[src/design/wfs_pkg.sv]
// Package with register map, field layout, timing constants and carrier types of the watchdog and status bank.
package wfs_pkg;

    // Register byte addresses on the serial register port.
    localparam logic [7:0] WFS_ADDR_SYS_CONFIG = 8'h00;
    localparam logic [7:0] WFS_ADDR_TAP_SELECT = 8'h02;
    localparam logic [7:0] WFS_ADDR_STATUS_A   = 8'h03;
    localparam logic [7:0] WFS_ADDR_STATUS_B   = 8'h04;
    localparam logic [7:0] WFS_ADDR_STATUS_SYS = 8'h05;

    // Reset values.
    localparam logic [3:0] WFS_TAP_RESET       = 4'h8;
    localparam logic       WFS_WD_EN_RESET     = 1'b1;
    localparam logic       WFS_PWR_CYCLE_RESET = 1'b1;

    // Field positions.
    localparam int WFS_WD_EN_BIT     = 4;
    localparam int WFS_SYS_STANDALONE = 7;
    localparam int WFS_SYS_V5A_UV    = 6;
    localparam int WFS_SYS_EXP_LSB   = 4;
    localparam int WFS_SYS_THERM_WRN = 3;
    localparam int WFS_SYS_PWR_CYCLE = 2;
    localparam int WFS_SYS_CH2_SUM   = 1;
    localparam int WFS_SYS_CH1_SUM   = 0;

    // Watchdog geometry: first tap bit, last tap bit, counter width, expiry count for limp home.
    localparam int         WFS_WD_WIDTH     = 25;
    localparam logic [4:0] WFS_TAP_FIRST    = 5'h10;
    localparam logic [4:0] WFS_TAP_LAST     = 5'h18;
    localparam logic [1:0] WFS_EXP_LIMP     = 2'h3;

    // Timing: counter tick period and sys_clk period in ns.
    localparam int WFS_CLK_PERIOD_NS = 25;
    localparam int WFS_WD_TICK_NS    = 93;
    localparam int WFS_WD_TICK_CYC   = (WFS_WD_TICK_NS + WFS_CLK_PERIOD_NS - 1) / WFS_CLK_PERIOD_NS;

    // Live fault conditions of one channel, in status bit order.
    typedef struct packed {
        logic thermal_prot;
        logic bootstrap_uv;
        logic max_duty;
        logic low_side_limit;
        logic high_side_limit;
        logic output_short;
        logic comp_overvoltage;
    } wfs_chan_cond_t;

    // One decoded serial transfer, given at its end by the frame logic.
    typedef struct packed {
        logic       xfer_end;
        logic       xfer_valid;
        logic       rd_cmd;
        logic       wr_cmd;
        logic [7:0] addr;
        logic [7:0] wdata;
    } wfs_reg_req_t;

endpackage : wfs_pkg

[src/design/wfs_bank.sv]
// Watchdog tap select, watchdog counter and read-clear fault status registers.
`timescale 1ns/1ps

module wfs_bank #(
    parameter int WD_TICK_CYC = wfs_pkg::WFS_WD_TICK_CYC
) (
    // Clock and reset
    input  wire logic                  sys_clk,
    input  wire logic                  arst_n,
    // Decoded register transfers from the serial frame logic
    input  wire wfs_pkg::wfs_reg_req_t reg_req,
    output logic [7:0]                 rd_data,
    output logic                       rd_hit,
    // Comparator outputs from the analog section, asynchronous
    input  wire wfs_pkg::wfs_chan_cond_t ch1_cond_raw,
    input  wire wfs_pkg::wfs_chan_cond_t ch2_cond_raw,
    input  wire logic                  therm_warn_raw,
    input  wire logic                  v5a_uv_raw,
    input  wire logic                  standalone_raw,
    // Watchdog and channel control outputs
    output logic                       wd_expired,
    output logic                       limp_home_enter,
    output logic [1:0]                 thermal_hold,
    output logic [1:0]                 chan_fault_summary
);
    import wfs_pkg::*;

    // One synchroniser bit per raw level: two channel structs plus three system levels.
    localparam int NSYNC = 2 * $bits(wfs_chan_cond_t) + 3;

    // Synchroniser stages for every analog condition.
    logic [NSYNC-1:0]   cond_meta_q;
    logic [NSYNC-1:0]   cond_sync_q;
    wfs_chan_cond_t     ch1_cond;
    wfs_chan_cond_t     ch2_cond;
    logic               tw_cond;
    logic               v5a_cond;
    logic               standalone_cond;

    // Register state.
    logic [3:0]         tap_sel_q;
    logic               wd_en_q;
    logic [7:0]         status_a_q;
    logic [5:0]         status_b_q;
    logic               v5a_uv_q;
    logic [1:0]         exp_cnt_q;
    logic               therm_warn_q;
    logic               pwr_cycle_q;

    // Read-clear bookkeeping.
    logic               clr_pend_q;
    logic [7:0]         clr_addr_q;
    logic [7:0]         clr_mask_q;
    logic               clr_now;
    logic [7:0]         clr_a;
    logic [7:0]         clr_b;
    logic [7:0]         clr_s;
    logic               clr_exp;

    // Watchdog state.
    logic [7:0]             tick_cnt_q;
    logic                   tick;
    logic [WFS_WD_WIDTH-1:0] wd_cnt_q;
    logic [4:0]             tap_bit;
    logic                   wd_timeout;
    logic                   wd_kick;

    // Access strobes and readback.
    logic               wr_stb;
    logic               rd_stb;
    logic [7:0]         status_a_val;
    logic [7:0]         status_b_val;
    logic [7:0]         status_s_val;
    logic [7:0]         read_val;
    logic               read_hit;

    // Maps a tap select code onto a counter bit index.
    // Below code eight only the low three bits count; every higher code saturates to the last tap.
    function automatic logic [4:0] wfs_tap_decode(input logic [3:0] code);
        logic [4:0] idx;
        idx = WFS_TAP_LAST;
        if (!code[3]) begin
            idx = WFS_TAP_FIRST + {2'b00, code[2:0]};
        end
        return idx;
    endfunction : wfs_tap_decode

    // True for every address this bank answers; a read elsewhere returns zero and no hit.
    function automatic logic wfs_addr_mapped(input logic [7:0] addr);
        logic hit;
        hit = 1'b0;
        if (addr == WFS_ADDR_SYS_CONFIG) begin
            hit = 1'b1;
        end
        if (addr >= WFS_ADDR_TAP_SELECT && addr <= WFS_ADDR_STATUS_SYS) begin
            hit = 1'b1;
        end
        return hit;
    endfunction : wfs_addr_mapped

    // Two flip-flop synchroniser; only the second stage is read by logic.
    always_ff @(posedge sys_clk or negedge arst_n) begin
        if (!arst_n) begin
            cond_meta_q <= '0;
            cond_sync_q <= '0;
        end else begin
            // Packing order here fixes the unpacking slices below.
            cond_meta_q <= {standalone_raw, v5a_uv_raw, therm_warn_raw,
                            ch2_cond_raw, ch1_cond_raw};
            cond_sync_q <= cond_meta_q;
        end
    end

    // Unpack the synchronised conditions.
    assign ch1_cond        = cond_sync_q[6:0];
    assign ch2_cond        = cond_sync_q[13:7];
    assign tw_cond         = cond_sync_q[14];
    assign v5a_cond        = cond_sync_q[15];
    assign standalone_cond = cond_sync_q[16];

    // Transfer strobes; requests count only on a valid transfer end.
    assign wr_stb = reg_req.xfer_end & reg_req.xfer_valid & reg_req.wr_cmd;
    assign rd_stb = reg_req.xfer_end & reg_req.xfer_valid & reg_req.rd_cmd;

    // Tap select register; the reserved upper nibble is not stored.
    always_ff @(posedge sys_clk or negedge arst_n) begin
        if (!arst_n) begin
            tap_sel_q <= WFS_TAP_RESET;
        end else if (wr_stb && reg_req.addr == WFS_ADDR_TAP_SELECT) begin
            tap_sel_q <= reg_req.wdata[3:0];
        end
    end

    // Watchdog enable bit of the system configuration register.
    always_ff @(posedge sys_clk or negedge arst_n) begin
        if (!arst_n) begin
            wd_en_q <= WFS_WD_EN_RESET;
        end else if (wr_stb && reg_req.addr == WFS_ADDR_SYS_CONFIG) begin
            wd_en_q <= reg_req.wdata[WFS_WD_EN_BIT];
        end
    end

    // Prescaler gives the watchdog its tick rate as a one-cycle enable.
    always_ff @(posedge sys_clk or negedge arst_n) begin
        if (!arst_n) begin
            tick_cnt_q <= '0;
        end else if (tick) begin
            tick_cnt_q <= '0;
        end else begin
            tick_cnt_q <= tick_cnt_q + 8'h01;
        end
    end
    assign tick = (tick_cnt_q >= 8'(WD_TICK_CYC - 1));

    // Timeout is the selected counter bit; any valid transfer restarts the count.
    assign tap_bit    = wfs_tap_decode(tap_sel_q);
    assign wd_timeout = wd_en_q & wd_cnt_q[tap_bit];
    assign wd_kick    = reg_req.xfer_end & reg_req.xfer_valid;

    // Watchdog counter; a disabled watchdog is held at zero so enabling starts a full period.
    always_ff @(posedge sys_clk or negedge arst_n) begin
        if (!arst_n) begin
            wd_cnt_q <= '0;
        end else if (!wd_en_q || wd_kick || wd_timeout) begin
            wd_cnt_q <= '0;
        end else if (tick) begin
            wd_cnt_q <= wd_cnt_q + 25'h0000001;
        end
    end

    // Expiry pulses out to the mode logic.
    always_ff @(posedge sys_clk or negedge arst_n) begin
        if (!arst_n) begin
            wd_expired      <= 1'b0;
            limp_home_enter <= 1'b0;
        end else begin
            wd_expired      <= wd_timeout;
            // A clear landing with the third expiry leaves the count at one, so there is no limp entry then.
            limp_home_enter <= wd_timeout && !clr_exp
                               && exp_cnt_q == (WFS_EXP_LIMP - 2'h1);
        end
    end

    // A read command captures which register and which set bits are to be cleared later.
    always_ff @(posedge sys_clk or negedge arst_n) begin
        if (!arst_n) begin
            clr_pend_q <= 1'b0;
            clr_addr_q <= '0;
            clr_mask_q <= '0;
        end else if (reg_req.xfer_end) begin
            clr_pend_q <= rd_stb && read_hit;
            clr_addr_q <= reg_req.addr;
            clr_mask_q <= read_val;
        end
    end

    // The clear acts at the end of the response transfer, and only on bits that were reported.
    // An invalid transfer still closes the response frame, so a pending clear fires on it too.
    assign clr_now = clr_pend_q & reg_req.xfer_end;
    assign clr_a   = (clr_now && clr_addr_q == WFS_ADDR_STATUS_A)   ? clr_mask_q : 8'h00;
    assign clr_b   = (clr_now && clr_addr_q == WFS_ADDR_STATUS_B)   ? clr_mask_q : 8'h00;
    assign clr_s   = (clr_now && clr_addr_q == WFS_ADDR_STATUS_SYS) ? clr_mask_q : 8'h00;
    // The expiry count field is cleared as a whole whenever it was reported non-zero.
    assign clr_exp = (clr_s[WFS_SYS_EXP_LSB+1 -: 2] != 2'h0);

    // Status A: channel 2 upper nibble, channel 1 lower nibble; a live cause wins over the clear.
    always_ff @(posedge sys_clk or negedge arst_n) begin
        if (!arst_n) begin
            status_a_q <= '0;
        end else begin
            status_a_q <= (status_a_q & ~clr_a) | {
                ch2_cond.low_side_limit, ch2_cond.high_side_limit,
                ch2_cond.output_short, ch2_cond.comp_overvoltage,
                ch1_cond.low_side_limit, ch1_cond.high_side_limit,
                ch1_cond.output_short, ch1_cond.comp_overvoltage};
        end
    end

    // Status B: thermal protection, bootstrap undervoltage, maximum duty per channel.
    always_ff @(posedge sys_clk or negedge arst_n) begin
        if (!arst_n) begin
            status_b_q <= '0;
        end else begin
            status_b_q <= (status_b_q & ~clr_b[5:0]) | {
                ch2_cond.thermal_prot, ch2_cond.bootstrap_uv, ch2_cond.max_duty,
                ch1_cond.thermal_prot, ch1_cond.bootstrap_uv, ch1_cond.max_duty};
        end
    end

    // System status flags; the power-cycle flag has no cause after reset so one read clears it.
    always_ff @(posedge sys_clk or negedge arst_n) begin
        if (!arst_n) begin
            v5a_uv_q     <= 1'b0;
            therm_warn_q <= 1'b0;
            pwr_cycle_q  <= WFS_PWR_CYCLE_RESET;
        end else begin
            v5a_uv_q     <= (v5a_uv_q & ~clr_s[WFS_SYS_V5A_UV]) | v5a_cond;
            therm_warn_q <= (therm_warn_q & ~clr_s[WFS_SYS_THERM_WRN]) | tw_cond;
            pwr_cycle_q  <= pwr_cycle_q & ~clr_s[WFS_SYS_PWR_CYCLE];
        end
    end

    // Expiry counter saturates at three; an expiry in the clearing cycle still counts.
    always_ff @(posedge sys_clk or negedge arst_n) begin
        if (!arst_n) begin
            exp_cnt_q <= '0;
        end else if (wd_timeout) begin
            if (clr_exp) begin
                exp_cnt_q <= 2'h1;
            end else if (exp_cnt_q != WFS_EXP_LIMP) begin
                exp_cnt_q <= exp_cnt_q + 2'h1;
            end
        end else if (clr_exp) begin
            exp_cnt_q <= 2'h0;
        end
    end

    // Register views; summaries follow the latched channel flags, so they clear with them.
    assign status_a_val = status_a_q;
    assign status_b_val = {2'b00, status_b_q};
    always_comb begin
        status_s_val = 8'h00;
        status_s_val[WFS_SYS_STANDALONE]       = standalone_cond;
        status_s_val[WFS_SYS_V5A_UV]           = v5a_uv_q;
        status_s_val[WFS_SYS_EXP_LSB+1 -: 2]   = exp_cnt_q;
        status_s_val[WFS_SYS_THERM_WRN]        = therm_warn_q;
        status_s_val[WFS_SYS_PWR_CYCLE]        = pwr_cycle_q;
        status_s_val[WFS_SYS_CH2_SUM]          = |{status_a_q[7:4], status_b_q[5:3]};
        status_s_val[WFS_SYS_CH1_SUM]          = |{status_a_q[3:0], status_b_q[2:0]};
    end

    // Read multiplexer; the standalone bit is read-only and never cleared by a read.
    always_comb begin
        read_val = 8'h00;
        read_hit = 1'b1;
        case (reg_req.addr)
            WFS_ADDR_SYS_CONFIG: begin
                read_val[WFS_WD_EN_BIT] = wd_en_q;
                read_hit = 1'b0;
            end
            WFS_ADDR_TAP_SELECT: begin
                read_val = {4'h0, tap_sel_q};
                read_hit = 1'b0;
            end
            WFS_ADDR_STATUS_A: begin
                read_val = status_a_val;
            end
            WFS_ADDR_STATUS_B: begin
                read_val = status_b_val;
            end
            WFS_ADDR_STATUS_SYS: begin
                read_val = status_s_val & ~(8'h01 << WFS_SYS_STANDALONE);
            end
            default: begin
                read_hit = 1'b0;
            end
        endcase
    end

    // Response data is frozen at the end of the read command transfer for the next frame to shift out.
    always_ff @(posedge sys_clk or negedge arst_n) begin
        if (!arst_n) begin
            rd_data <= '0;
            rd_hit  <= 1'b0;
        end else if (rd_stb) begin
            rd_data <= (reg_req.addr == WFS_ADDR_STATUS_SYS) ? status_s_val : read_val;
            rd_hit  <= wfs_addr_mapped(reg_req.addr);
        end
    end

    // A channel held by thermal protection may run again once its flag has been cleared.
    // The outputs trail the flags by one cycle, so a restart never precedes the clear.
    always_ff @(posedge sys_clk or negedge arst_n) begin
        if (!arst_n) begin
            thermal_hold       <= '0;
            chan_fault_summary <= '0;
        end else begin
            thermal_hold       <= {status_b_q[5], status_b_q[2]};
            chan_fault_summary <= {status_s_val[WFS_SYS_CH2_SUM], status_s_val[WFS_SYS_CH1_SUM]};
        end
    end

endmodule : wfs_bank

[config.mk]
export PLATFORM = sky130hd
export DESIGN_NAME = wfs_bank
export DESIGN_NICKNAME = d
export VERILOG_FILES = /design/src/design/wfs_pkg.sv /design/src/design/wfs_bank.sv
export SDC_FILE = /design/constraint.sdc
export NUM_CORES = 1
export LEC_CHECK = 0
export BUFFER_PORTS_ARGS = -buffer_cell sky130_fd_sc_hd__buf_4
export CAP_MARGIN = 20
export CORE_UTILIZATION = 45
export CTS_BUF_LIST = sky130_fd_sc_hd__clkbuf_4
export CTS_CLUSTER_SIZE = 12
export DETAILED_ROUTE_END_ITERATION = 8
export PLACE_DENSITY_LB_ADDON = 0.12
export RECOVER_POWER = 50
export SYNTH_ARGS = -nofsm -noshare
export SYNTH_HDL_FRONTEND = slang
export SYNTH_SLANG_ARGS = --single-unit
[constraint.sdc]
create_clock -name sys_clk -period 3.7 [get_ports sys_clk]
set_input_delay 0.555 -clock sys_clk [delete_from_list [all_inputs] [get_ports sys_clk]]
set_output_delay 0.555 -clock sys_clk [all_outputs]
set_load 0.1 [all_outputs]
==> run summary <==
Final worst slack = 1.47 ns
Fin crit share = 0.603
CP Launch Type = flop
CTS tree = built
# hold bufs at CTS = 0
Worst hold-check path type = input pin to asynchronous set/reset pin
Post-Route WL = 9.54 mm
First-pass GRT wire length = 16.1 mm
HPWL after DPL = 6.23 mm
CTS resizes = 0
Antenna violations before repair = 0
Relative slew slack = 0.337
RSZ-0062 raised after global routing = false
Vias in the first global route = 3236
Post-synth EDFFs = 0
Power Total = 2.51 mW
GR Overflow Total = 0
IO buf count = 50
Synth Instances = 414
Endpoints failing setup = 0
Synth cell types = 51
Post-layout instance area = 5770 µm²
Core area = 10500 µm²
Worst slack, placed = 1.30 ns
Synth Cell Area = 4940 µm²
Setup CP Type = flop to flop
Routed Antenna Nets = 0
Async set-reset flop share out of synthesis = 1.00
CTS clk-pin slew, worst paths = 0.11 ns
DRC marker count from the first detailed-route iteration = 183
Total negative slack = 0 ns
First-pass detailed-route iteration total = 4
Layout area overhead = 16.7%
R2R Setup Slk = 1.47 ns
Clock Latency Late Sink = 0.52 ns
Pins Over Slew Limit = 0
Total leakage power = 2.47 nW
Max_cap viols = 0
Tot GR Track Use = 0.188
CTS buffer count = 17
Post-CTS setup buffers = 0
Crit path required time = 4.12 ns
Final hold vios = 0
Reg2reg path depth = 5
Status = finished, final reports clean
Min Tclk post-route = 2.23 ns
Final core area utilization = 0.549
Worst-path fanout max = 6
CP startpoint = clr_addr_q[5]
Most common flop cell mapped by yosys = dfrtp_1
Clock sinks = 123
Placer Congestion = 0.771
Most frequent cells in the layout = dfrtp_1 (120), nand2_1 (47), clkbuf_4 (35), buf_4 (34), nor2_1 (30)
R2r endpoint = status_b_q[0]
Crit-path slowest cell = nor3b_1
Seq cells post-synth = 123
Most common cell after layout, fill and taps aside = dfrtp_1
Via count = 3258
Worst path arrival time = 2.65 ns
DRC = 0
I/O pins = 54
Slew of the pin with the lowest slew margin = 0.992 ns
Root Driver = clkbuf_4
Worst Setup End Kind = flop
Placed cell areas = 5470 µm²
Worst VDD drop = 0.000332 V
DIE HEIGHT = 107 µm
Yosys Warn Count = 0
NumNets Final = 519
Final clock skew = 0.0125 ns
FMAX = 448 MHz
Crit-path max cell delay = 0.82 ns
Sequential fraction of the synthesis area = 0.623
Starting Density = 0.471
Total power per unit cell area = 435 nW/µm²
Share of cells above drive strength 1 = 0.227
R2r startpoint = clr_addr_q[5]
Deepest clock path buffer count = 2
Die X = 107 µm
CP dominant cell by count = nand2_1
Htree depth = 4
Critical-path cell list = nor4_1 > nand2_1 > nor3b_1 > nand2_1 > a21o_1
Filler cell count = 914
# rows = 37
Wire length per cell = 15.3 µm
Mean Syn Cell Area = 11.9 µm²
Die area = 11400 µm²
Largest net degree at the start of global routing = 124
Via-to-Cell Ratio = 5.21
Worst Setup EP = status_b_q[0]
Ant diodes = 0
sequential cells by signal, indices dropped and copies added (netlist names), 2 cells and up:
signal              count
rd_data                 8
clr_mask_q              8
cond_meta_q            17
tick_cnt_q              8
exp_cnt_q               2
thermal_hold            2
clr_addr_q              8
cond_sync_q            17
chan_fault_summary      2
status_a_q              8
status_b_q              6
wd_cnt_q               25
tap_sel_q               4
synthesized netlist by cell type, types with 5 or more instances:
| library cell | n | area [µm²] |
|---|---|---|
| nand4_1 | 8 | 50.1 |
| o21ai_0 | 17 | 85.1 |
| mux2i_1 | 7 | 70.1 |
| and4_1 | 5 | 43.8 |
| nand2_1 | 47 | 176 |
| dfrtp_1 | 120 | 3000 |
| and3_1 | 14 | 87.6 |
| a21oi_1 | 8 | 40.0 |
| nor3_1 | 6 | 30.0 |
| nand3_1 | 17 | 85.1 |
| mux2_2 | 17 | 191 |
| nor2_1 | 30 | 113 |
| clkbuf_1 | 8 | 30.0 |
| a21o_1 | 18 | 135 |
| inv_1 | 10 | 37.5 |
| xnor2_1 | 6 | 52.6 |
| xor2_1 | 15 | 131 |
how the worst min path moves through the flow:
stage	startpoint	end	slack, ns	cells past startpoint
after floorplan	arst_n	chan_fault_summary[0]	0.26	0
after global placement	cond_meta_q[15]	cond_sync_q[15]	0.33	0
after detailed placement	cond_meta_q[15]	cond_sync_q[15]	0.33	0
after CTS	ch2_cond_raw[1]	cond_meta_q[8]	0.08	1
after global routing	ch2_cond_raw[0]	cond_meta_q[7]	0.08	1
final	arst_n	wd_cnt_q[12]	0.11	2
area by class of cell:
type | count | area, µm² | share of cell area
inverters | 10 | 37.5 | 0.00651
multi-input cells | 271 | 1770 | 0.306
clock buffers | 18 | 135 | 0.0234
well taps | 136 | 170 | 0.0295
flip-flops and latches | 123 | 3080 | 0.534
clock inverters | 14 | 173 | 0.0299
repair buffers | 53 | 407 | 0.0705
cell families after synthesis:
group	share of synthesized area
compound gates	0.0898
mux	0.0574
xor+xnor	0.0372
fa+ha+maj	0.0101
simple gates	0.158
flops	0.623
buf+inv	0.0235
other cells	0.000758
routing by layer:
layer	routed length, µm	global-route usage
met5	0	0
met4	121	0.0685
met3	388	0.0614
met2	4290	0.271
met1	4740	0.266
metrics by stage:
step / hold WS (ns) / std cells
after floorplan: 0.259 / 419
after CTS: 0.0753 / 625
final: 0.109 / 625
after global placement: 0.331 / 593
after global routing: 0.0787 / 625
after detailed placement: 0.335 / 593
report_power, final:
group / total, mW / leakage, nW / internal (mW) / switching, mW
registers: 1.39 / 1.49 / 1.38 / 0.0155
logic: 0.124 / 0.830 / 0.0497 / 0.0743
clock network: 0.991 / 0.154 / 0.478 / 0.513
total: 2.51 / 2.47 / 1.90 / 0.603
worst max-delay path, delay by kind of cell, from the launching register on:
kind,cells,cell delay (ns)
AOI/OAI and AO/OA,1,0.21
and+or+nand+nor,4,1.53
DFF,1,0.40
Power figures use the tool's default switching activity.
